`config.mk`:
```
export PLATFORM = sky130hd
export DESIGN_NAME = dma_sw_request_irq_ctrl
export DESIGN_NICKNAME = d
export VERILOG_FILES = /design/src/hw/dma_ctrl_pkg.sv /design/src/hw/dma_sw_request_irq_ctrl.sv
export SDC_FILE = /design/constraint.sdc
export NUM_CORES = 1
export LEC_CHECK = 0
export ABC_AREA = 1
export BUFFER_PORTS_ARGS = -buffer_cell sky130_fd_sc_hd__buf_2
export CORE_MARGIN = 2
export CORE_UTILIZATION = 45
export DETAILED_ROUTE_END_ITERATION = 10
export PLACE_DENSITY = 0.77
export SLEW_MARGIN = 20
export SYNTH_ARGS = -nofsm -noshare
export SYNTH_HDL_FRONTEND = slang
export SYNTH_SLANG_ARGS = --single-unit
```
`constraint.sdc`:
```
create_clock -name i_sys_clk -period 0.97 [get_ports i_sys_clk]
set_input_delay 0.0485 -clock i_sys_clk [delete_from_list [all_inputs] [get_ports i_sys_clk]]
set_output_delay 0.0485 -clock i_sys_clk [all_outputs]
set_load 0.03 [all_outputs]
```
`src/hw/dma_ctrl_pkg.sv`:
```
// Shared constants for the DMA software request and interrupt mask block
package dma_ctrl_pkg;
   localparam int unsigned NUM_CH      = 6;
   localparam int unsigned REQ_W       = 2 * NUM_CH;
   localparam int unsigned ADDR_W      = 32;
   localparam int unsigned DATA_W      = 32;

   // Register byte addresses
   localparam logic [31:0] CONTROLLER_ENABLE_ADDR = 32'h400C_4004;
   localparam logic [31:0] SW_SINGLE_REQUEST_ADDR = 32'h400C_4008;
   localparam logic [31:0] SW_CHUNK_REQUEST_ADDR  = 32'h400C_400C;
   localparam logic [31:0] SW_FINAL_FLAG_ADDR     = 32'h400C_4010;
   localparam logic [31:0] IRQ_ENABLE_SET_ADDR    = 32'h400C_4018;
   localparam logic [31:0] IRQ_ENABLE_CLEAR_ADDR  = 32'h400C_401C;
   localparam logic [31:0] IRQ_MASK_VIEW_ADDR     = 32'h400C_4020;
   localparam logic [31:0] IRQ_EVENT_STATUS_ADDR  = 32'h400C_4024;

   // Field positions
   localparam int unsigned ENABLE_BIT     = 0;
   localparam int unsigned BUF_DONE_LSB   = 0;
   localparam int unsigned CHAIN_DONE_LSB = 8;
   localparam int unsigned BUS_FAULT_LSB  = 16;

   // Reset values
   localparam logic        CONTROLLER_ENABLE_RST = 1'h0;
   localparam logic [11:0] REQUEST_RST           = 12'h000;
   localparam logic [11:0] FINAL_FLAG_RST        = 12'h000;
   localparam logic [5:0]  MASK_RST              = 6'h00;
   localparam logic [5:0]  STATUS_RST            = 6'h00;
   localparam logic [31:0] RDATA_RST             = 32'h0000_0000;
endpackage

```
`src/hw/dma_sw_request_irq_ctrl.sv`:
```
// Software request, final-transfer marker and interrupt mask registers of a six-channel DMA
// Operation
// - Enable register bit 0 turns the single and chunk request outputs off (0) or on (1); resets zero.
// - Writes to the enable register are ignored while write protection is on.
// - Writing one to single request bit 2i+1 requests a destination single transfer.
// - Writing one to single request bit 2i requests a source single transfer.
// - Writing one to chunk request bit 2i+1 requests a destination chunk transfer.
// - Writing one to chunk request bit 2i requests a source chunk transfer.
// - Destination final bit set before a destination request marks that request last.
// - Source final bit set before a source request marks that request last.
// - Enable register bits 5:0 set the buffer-done mask bits.
// - Enable register bits 13:8 set the chain-done mask bits.
// - Enable register bits 21:16 set the bus-fault mask bits.
// - Disable register ones clear matching mask bits, same layout as enable.
// - Mask view register is read-only, same layout, resets to zero.
// - Mask bit one means that interrupt is enabled, zero disabled.
// - A channel's bus error response sets its bus-fault status bit.
//
// The implementer's own choice: the strobed register port.
module dma_sw_request_irq_ctrl (
   input  wire logic        i_sys_clk,
   input  wire logic        i_reset_n,
   input  wire logic [31:0] i_addr,
   input  wire logic [31:0] i_wdata,
   input  wire logic        i_wr,
   input  wire logic        i_rd,
   output logic      [31:0] o_rdata,
   input  wire logic        i_write_protect_on,
   output logic             o_controller_enable,
   output logic      [11:0] o_single_req,
   output logic      [11:0] o_burst_req,
   output logic      [11:0] o_final_mark,
   input  wire logic [11:0] i_single_ack,
   input  wire logic [11:0] i_burst_ack,
   input  wire logic [5:0]  i_buffer_done_evt,
   input  wire logic [5:0]  i_chain_done_evt,
   input  wire logic [5:0]  i_bus_fault_evt,
   output logic             o_irq
);

   // Place the three per-channel event fields in a bus word
   function automatic logic [31:0] pack_events(input logic [5:0] buf_done,
                                               input logic [5:0] chain_done,
                                               input logic [5:0] bus_fault);
      logic [31:0] word;
      word = 32'h0000_0000;
      word[dma_ctrl_pkg::BUF_DONE_LSB   +: 6] = buf_done;
      word[dma_ctrl_pkg::CHAIN_DONE_LSB +: 6] = chain_done;
      word[dma_ctrl_pkg::BUS_FAULT_LSB  +: 6] = bus_fault;
      return word;
   endfunction

   // Set-over-clear update for a sticky bit vector
   function automatic logic [11:0] set_clear(input logic [11:0] cur,
                                             input logic [11:0] set,
                                             input logic [11:0] clr);
      return (cur & ~clr) | set;
   endfunction

   logic        controller_enable_reg;
   logic [11:0] single_pend_reg;
   logic [11:0] burst_pend_reg;
   logic [11:0] final_flag_reg;
   logic [5:0]  buf_done_mask_reg;
   logic [5:0]  chain_done_mask_reg;
   logic [5:0]  bus_fault_mask_reg;
   logic [5:0]  buf_done_stat_reg;
   logic [5:0]  chain_done_stat_reg;
   logic [5:0]  bus_fault_stat_reg;

   logic        wr_enable;
   logic        wr_single;
   logic        wr_burst;
   logic        wr_final;
   logic        wr_irq_set;
   logic        wr_irq_clr;
   logic        rd_status;
   logic [11:0] req_wbits;
   logic [11:0] consumed;
   logic [31:0] rdata_next;

   assign wr_enable  = i_wr && (i_addr == dma_ctrl_pkg::CONTROLLER_ENABLE_ADDR);
   assign wr_single  = i_wr && (i_addr == dma_ctrl_pkg::SW_SINGLE_REQUEST_ADDR);
   assign wr_burst   = i_wr && (i_addr == dma_ctrl_pkg::SW_CHUNK_REQUEST_ADDR);
   assign wr_final   = i_wr && (i_addr == dma_ctrl_pkg::SW_FINAL_FLAG_ADDR);
   assign wr_irq_set = i_wr && (i_addr == dma_ctrl_pkg::IRQ_ENABLE_SET_ADDR);
   assign wr_irq_clr = i_wr && (i_addr == dma_ctrl_pkg::IRQ_ENABLE_CLEAR_ADDR);
   assign rd_status  = i_rd && (i_addr == dma_ctrl_pkg::IRQ_EVENT_STATUS_ADDR);
   assign req_wbits  = i_wdata[11:0];
   // Ack of either kind of request consumes its final marker
   assign consumed   = (i_single_ack & single_pend_reg) | (i_burst_ack & burst_pend_reg);

   // Global enable, locked by write protection
   always_ff @(posedge i_sys_clk or negedge i_reset_n) begin
      if (!i_reset_n) begin
         controller_enable_reg <= dma_ctrl_pkg::CONTROLLER_ENABLE_RST;
      end else if (wr_enable && !i_write_protect_on) begin
         controller_enable_reg <= i_wdata[dma_ctrl_pkg::ENABLE_BIT];
      end
   end

   // Single requests: even bits source, odd bits destination
   always_ff @(posedge i_sys_clk or negedge i_reset_n) begin
      if (!i_reset_n) begin
         single_pend_reg <= dma_ctrl_pkg::REQUEST_RST;
      end else begin
         // Only ones raise a request; new request wins over an ack
         single_pend_reg <= set_clear(single_pend_reg, wr_single ? req_wbits : 12'h000,
                                      i_single_ack);
      end
   end

   // Chunk requests: even bits source, odd bits destination
   always_ff @(posedge i_sys_clk or negedge i_reset_n) begin
      if (!i_reset_n) begin
         burst_pend_reg <= dma_ctrl_pkg::REQUEST_RST;
      end else begin
         burst_pend_reg <= set_clear(burst_pend_reg, wr_burst ? req_wbits : 12'h000,
                                     i_burst_ack);
      end
   end

   // Final markers stay with the channel until its request is taken
   always_ff @(posedge i_sys_clk or negedge i_reset_n) begin
      if (!i_reset_n) begin
         final_flag_reg <= dma_ctrl_pkg::FINAL_FLAG_RST;
      end else begin
         final_flag_reg <= set_clear(final_flag_reg, wr_final ? req_wbits : 12'h000,
                                     consumed);
      end
   end

   // Interrupt mask: clear register wins over set register
   always_ff @(posedge i_sys_clk or negedge i_reset_n) begin
      if (!i_reset_n) begin
         buf_done_mask_reg   <= dma_ctrl_pkg::MASK_RST;
         chain_done_mask_reg <= dma_ctrl_pkg::MASK_RST;
         bus_fault_mask_reg  <= dma_ctrl_pkg::MASK_RST;
      end else begin
         if (wr_irq_clr) begin
            buf_done_mask_reg   <= buf_done_mask_reg   & ~i_wdata[dma_ctrl_pkg::BUF_DONE_LSB   +: 6];
            chain_done_mask_reg <= chain_done_mask_reg & ~i_wdata[dma_ctrl_pkg::CHAIN_DONE_LSB +: 6];
            bus_fault_mask_reg  <= bus_fault_mask_reg  & ~i_wdata[dma_ctrl_pkg::BUS_FAULT_LSB  +: 6];
         end else if (wr_irq_set) begin
            buf_done_mask_reg   <= buf_done_mask_reg   | i_wdata[dma_ctrl_pkg::BUF_DONE_LSB   +: 6];
            chain_done_mask_reg <= chain_done_mask_reg | i_wdata[dma_ctrl_pkg::CHAIN_DONE_LSB +: 6];
            bus_fault_mask_reg  <= bus_fault_mask_reg  | i_wdata[dma_ctrl_pkg::BUS_FAULT_LSB  +: 6];
         end
      end
   end

   // Event status: sticky, cleared by reading, a new event beats the read
   always_ff @(posedge i_sys_clk or negedge i_reset_n) begin
      if (!i_reset_n) begin
         buf_done_stat_reg   <= dma_ctrl_pkg::STATUS_RST;
         chain_done_stat_reg <= dma_ctrl_pkg::STATUS_RST;
         bus_fault_stat_reg  <= dma_ctrl_pkg::STATUS_RST;
      end else begin
         buf_done_stat_reg   <= (rd_status ? 6'h00 : buf_done_stat_reg) | i_buffer_done_evt;
         chain_done_stat_reg <= (rd_status ? 6'h00 : chain_done_stat_reg) | i_chain_done_evt;
         bus_fault_stat_reg  <= (rd_status ? 6'h00 : bus_fault_stat_reg) | i_bus_fault_evt;
      end
   end

   // Read mux; write-only and unmapped addresses read zero
   always_comb begin
      rdata_next = 32'h0000_0000;
      case (i_addr)
         dma_ctrl_pkg::CONTROLLER_ENABLE_ADDR: begin
            rdata_next[dma_ctrl_pkg::ENABLE_BIT] = controller_enable_reg;
         end
         dma_ctrl_pkg::SW_SINGLE_REQUEST_ADDR: begin
            rdata_next[11:0] = single_pend_reg;
         end
         dma_ctrl_pkg::SW_CHUNK_REQUEST_ADDR: begin
            rdata_next[11:0] = burst_pend_reg;
         end
         dma_ctrl_pkg::SW_FINAL_FLAG_ADDR: begin
            rdata_next[11:0] = final_flag_reg;
         end
         dma_ctrl_pkg::IRQ_MASK_VIEW_ADDR: begin
            rdata_next = pack_events(buf_done_mask_reg, chain_done_mask_reg, bus_fault_mask_reg);
         end
         dma_ctrl_pkg::IRQ_EVENT_STATUS_ADDR: begin
            rdata_next = pack_events(buf_done_stat_reg, chain_done_stat_reg, bus_fault_stat_reg);
         end
         default: begin
            rdata_next = 32'h0000_0000;
         end
      endcase
   end

   // Read data valid only in the cycle after the strobe
   always_ff @(posedge i_sys_clk or negedge i_reset_n) begin
      if (!i_reset_n) begin
         o_rdata <= dma_ctrl_pkg::RDATA_RST;
      end else begin
         o_rdata <= i_rd ? rdata_next : 32'h0000_0000;
      end
   end

   // Requests reach the engine only while the controller is enabled
   assign o_controller_enable = controller_enable_reg;
   assign o_single_req        = single_pend_reg & {12{controller_enable_reg}};
   assign o_burst_req         = burst_pend_reg & {12{controller_enable_reg}};
   assign o_final_mark        = final_flag_reg;

   assign o_irq = |((buf_done_stat_reg   & buf_done_mask_reg)   |
                    (chain_done_stat_reg & chain_done_mask_reg) |
                    (bus_fault_stat_reg  & bus_fault_mask_reg));

endmodule

```
### Word-level counts from Yosys, hierarchy flattened

Index checks and enable logic that the tools add are counted.

| storage, ports and cells | value |
|---|---|
| bits in registers | 105 |
| output and inout bits | 70 |
| word-level logic and storage cells | 77 |

| cells by class | value |
|---|---|
| equality and inequality tests | 8 |
| multiplexer cells | 16 |
| bitwise operators | 31 |
| reductions and logical operators | 11 |

Operator list:

| operator | number |
|---|---|
| == test 32 x 31 -> 1 bit (second input constant) | 8 |
| AND 12 bit | 7 |
| one-hot mux 11 bit (5 select lines) | 1 |
| 2-to-1 mux 6 bit | 9 |
| OR 12 bit | 4 |
| OR 6 bit | 8 |
| AND 6 bit | 6 |
| 2-to-1 mux 12 bit | 3 |
| NOT 12 bit | 3 |
| 2-to-1 mux 32 bit | 1 |
| one-hot mux 10 bit (2 select lines) | 1 |
| NOT 6 bit | 3 |
| logical AND 1 bit | 8 |
| one-hot mux 1 bit (6 select lines) | 1 |
| OR reduction 6 bit | 1 |
| nonzero test 2 bit | 1 |
| logical NOT 1 bit | 1 |

### Logic depth before layout (Yosys ltp)

| depth | value |
|---|---|
| depth after elaboration | 5 |
| gate-level depth with buffers | 13 |
| depth with buffers taken out | 11 |

### Worst setup path before layout

OpenSTA, ideal clock, no wires.

| path | value |
|---|---|
| kind | flip-flop to output port |
| from | register controller_enable_reg (netlist: o_controller_enable) |
| to | output port o_burst_req[0] |
| arrival time | 1.292 ns |
| path slack | -0.370 ns |
| stages on the path, launching flop included | 5 |
| buffers on the path | 2 |
| cell sequence | dfrtp_1 > clkbuf_1 > clkbuf_1 > nand2_1 > inv_1 |

| between the ends | value |
|---|---|
| longest elaborated chain between the ends | 1 |

RTL lines:

| item | line | RTL |
|---|---|---|
| from (decl) | dma_sw_request_irq_ctrl.sv:60 | `logic controller_enable_reg;` |
| from (signal assigned) | dma_sw_request_irq_ctrl.sv:96 | `controller_enable_reg <= dma_ctrl_pkg::CONTROLLER_ENABLE_RST;` |
| from (signal assigned) | dma_sw_request_irq_ctrl.sv:98 | `controller_enable_reg <= i_wdata[dma_ctrl_pkg::ENABLE_BIT];` |
| AND 12 bit | dma_sw_request_irq_ctrl.sv:205 | `assign o_burst_req = burst_pend_reg & {12{controller_enable_reg}};` |
| to (decl) | dma_sw_request_irq_ctrl.sv:31 | `output logic [11:0] o_burst_req,` |

Every way passes these cells.

==> results.toml <==
[clock_tree]
numCtsBuffers = 9
cts.reportedPaths.clkPinSlew_ns = 0.10
clk_latency_ns = 0.38
cts_root_buf = "clkbuf_8"
cts_tree = "done"
cts.sinks = 93
h-tree-depth = 3
ctsLongestPathBuffers = 2

[worst_setup_path]
path_class = "reg2out"
slowest_delay_ns = 0.41
critPathArrivalTime_ns = 1.54
cp_max_fo = 2
worst-path-buf-inv = 1
cp_top_family = "flip-flops"
cp-start-kind = "flip-flop"
path_cells = "nand2_1, o21ai_2, a221oi_2, nand4_1, buf_6"
slowest_stage = "dfrtp_1"
worstPathRequired_ns = 0.92
end_kind = "output port"

[global_route]
gr-usage-all-layers_pct = 30.7
grt_overflow = 0
grt_pass1_wl_mm = 27.4
grt_max_degree = 58
antenna_found_initial = 0
grt_pass1_vias = 5610

[synth]
synth_edf_count = 0
synth_top_flop_cell = "dfrtp_1"
postSynthAreaPerCell_um2 = 7.57
synth_common_cells = "nand2_1 (183), inv_1 (130), dfrtp_1 (93)"
synth_top_area_share_pct = 48.4
ys_seq_elements = 93
synth.most_common_cell = "nand2_1"
synth_cell_types = 30
syn_area_um2 = 4800
yosys_warnings = 0
netlist_instances = 635
synthArstFlopShare_pct = 100
yosysSeqAreaShare_pct = 48.4
synth_area_leaders = "dfrtp_1 (48%), nand2_1 (14%), inv_1 (10%), nor2_1 (3.7%), nand3_1 (3.6%)"
synth.largest_area_cell = "dfrtp_1"

[sta]
period_minus_slack_ns = 1.59
clock_skew_ns = 0.0213
hold_viol_final = 1
setup_viol = 115
hold_ws_ns = -0.00580
max_freq_mhz = 629
report.final.slew_viol_count = 0
rsz0062_at_grt = "yes"
finalCritPeriodShare_pct = 164
layout_setup_ws_ns = -0.621

[place]
io_buffer_count = 156
hpwl_mm = 10.6
routabilityCongestion = 0.830
place_area_um2 = 6520

[power]
power_density_nw_per_um2 = 810
power_mw = 7.39
ir_drop_mv = 0.640
p_leak_nw = 4.46

[status]
status = "finished, violations left"
violations = "hold timing, setup timing"

[layout]
drive_gt1_share_pct = 53.6
ff_latch_area_um2 = 2330
multi_input_area_um2 = 3070
stdcell_area_um2 = 9120
final_util_pct = 88.4
nets = 1059
diodes = 0
fillers = 393
area.growth.synth_to_final_pct = 89.9

[floorplanning]
die_area_um2 = 11500
die_w_um = 107
fp.dieH_um = 107
fp.coreArea_um2 = 10300
initial_core_util_pct = 46.5
ioPinCount = 181
num_rows = 37

[detailed_routing]
routed_wl_mm = 24.0
firstDrtPassIters = 6
post_drt_wl_per_cell_um = 22.0
drtIter0Drc = 513
avgViaCountPerCell = 5.80
drc = 0
ant_nets = 0
via_count = 6317

[flow_run]
drv_cap = 0

[hold_path]
hp-class = "in2reg"
timing repair:
item                                   4_1_cts  5_1_grt
buffers inserted                            22       20
hold buffers                                53        0
gates resized for setup                    141      244
setup endpoints to repair                   80      145
endpoints found under the hold margin      153        0
gates cloned                                 6        5
pin swaps                                   36       82
worst min-delay path, cell delays in order:
cell and delay, ns:
buf_2 0.12, nand2_4 0.07, o21ai_2 0.05, inv_1 0.05
power breakdown:
| part | total, mW | switching (mW) | internal (mW) |
|---|---|---|---|
| registers | 3.87 | 0.00000000693 | 3.87 |
| logic | 0.994 | 0.548 | 0.446 |
| clock network | 2.53 | 1.52 | 1.01 |
| total | 7.39 | 2.06 | 5.33 |
path summary, 6_finish.rpt:
path	slack [ns]	startpoint	endpoint	cells past startpoint
worst max-delay path	-0.62	flip-flop	o_irq	5
worst min-delay path	-0.006	i_wdata[20]	flip-flop	4
worst max register to register	-0.29	o_controller_enable	o_rdata[0]	8
worst min register to register	0.56	buf_done_stat_reg[4]	buf_done_stat_reg[4]	1
max in group asynchronous	0.48	i_reset_n	async pin	3
min in group asynchronous	0.17	i_reset_n	single_pend_reg[5]	3
layout make-up:
cell class                      count  area share (%)
Clock inverter                      5           0.411
Timing Repair inverter              1           0.123
Tap cell                          136            1.87
Clock buffer                       11            1.55
Sequential cell                    93            25.5
Inverter                          132            6.50
Timing Repair Buffer              310            30.4
Multi-Input combinational cell    401            33.7
layer usage:
layer / vias up / wire length, um / track usage, %
li1: 2597 / - / -
met1: 2980 / 7590 / 36.2
met2: 523 / 11800 / 55.9
met3: 217 / 2230 / 4.00
met4: 0 / 2330 / 13.1
met5: - / 0 / 0
cells by family (layout without fill, tap and decap cells):
group	Yosys count	in the layout	synth area share, %
other cells	1	12	0.0781
buf+inv	157	459	13.9
compound gates	99	99	12.7
flops	93	93	48.4
simple gates	285	290	24.8
cell usage in the layout (no fill, tap or decap), types with 10 or more instances in the layout:
cell	instances
dfrtp_1	91
dlygate4sd3_1	53
o21bai_1	10
inv_4	13
nor2_4	27
buf_2	87
nand3_1	28
nand2_4	33
o21ai_1	19
nor2_1	14
nand2_2	44
o21ai_2	12
nand2_1	97
nor2_2	14
inv_1	96
o22ai_2	20
clkbuf_8	10
inv_2	13
buf_6	83
buf_4	70
conb_1	12
nand2_8	13
stage by stage:
step	worst slack, ns	std cells	TNS [ns]
3_5_place_dp	-0.454	971	-34.22
6_report	-0.621	1089	-20.23
4_1_cts	-0.563	1068	-12.77
5_1_grt	-0.707	1089	-25.36
2_1_floorplan	-0.237	646	-10.55
3_3_place_gp	-0.390	971	-30.05
Power figures use the tool's default switching activity.
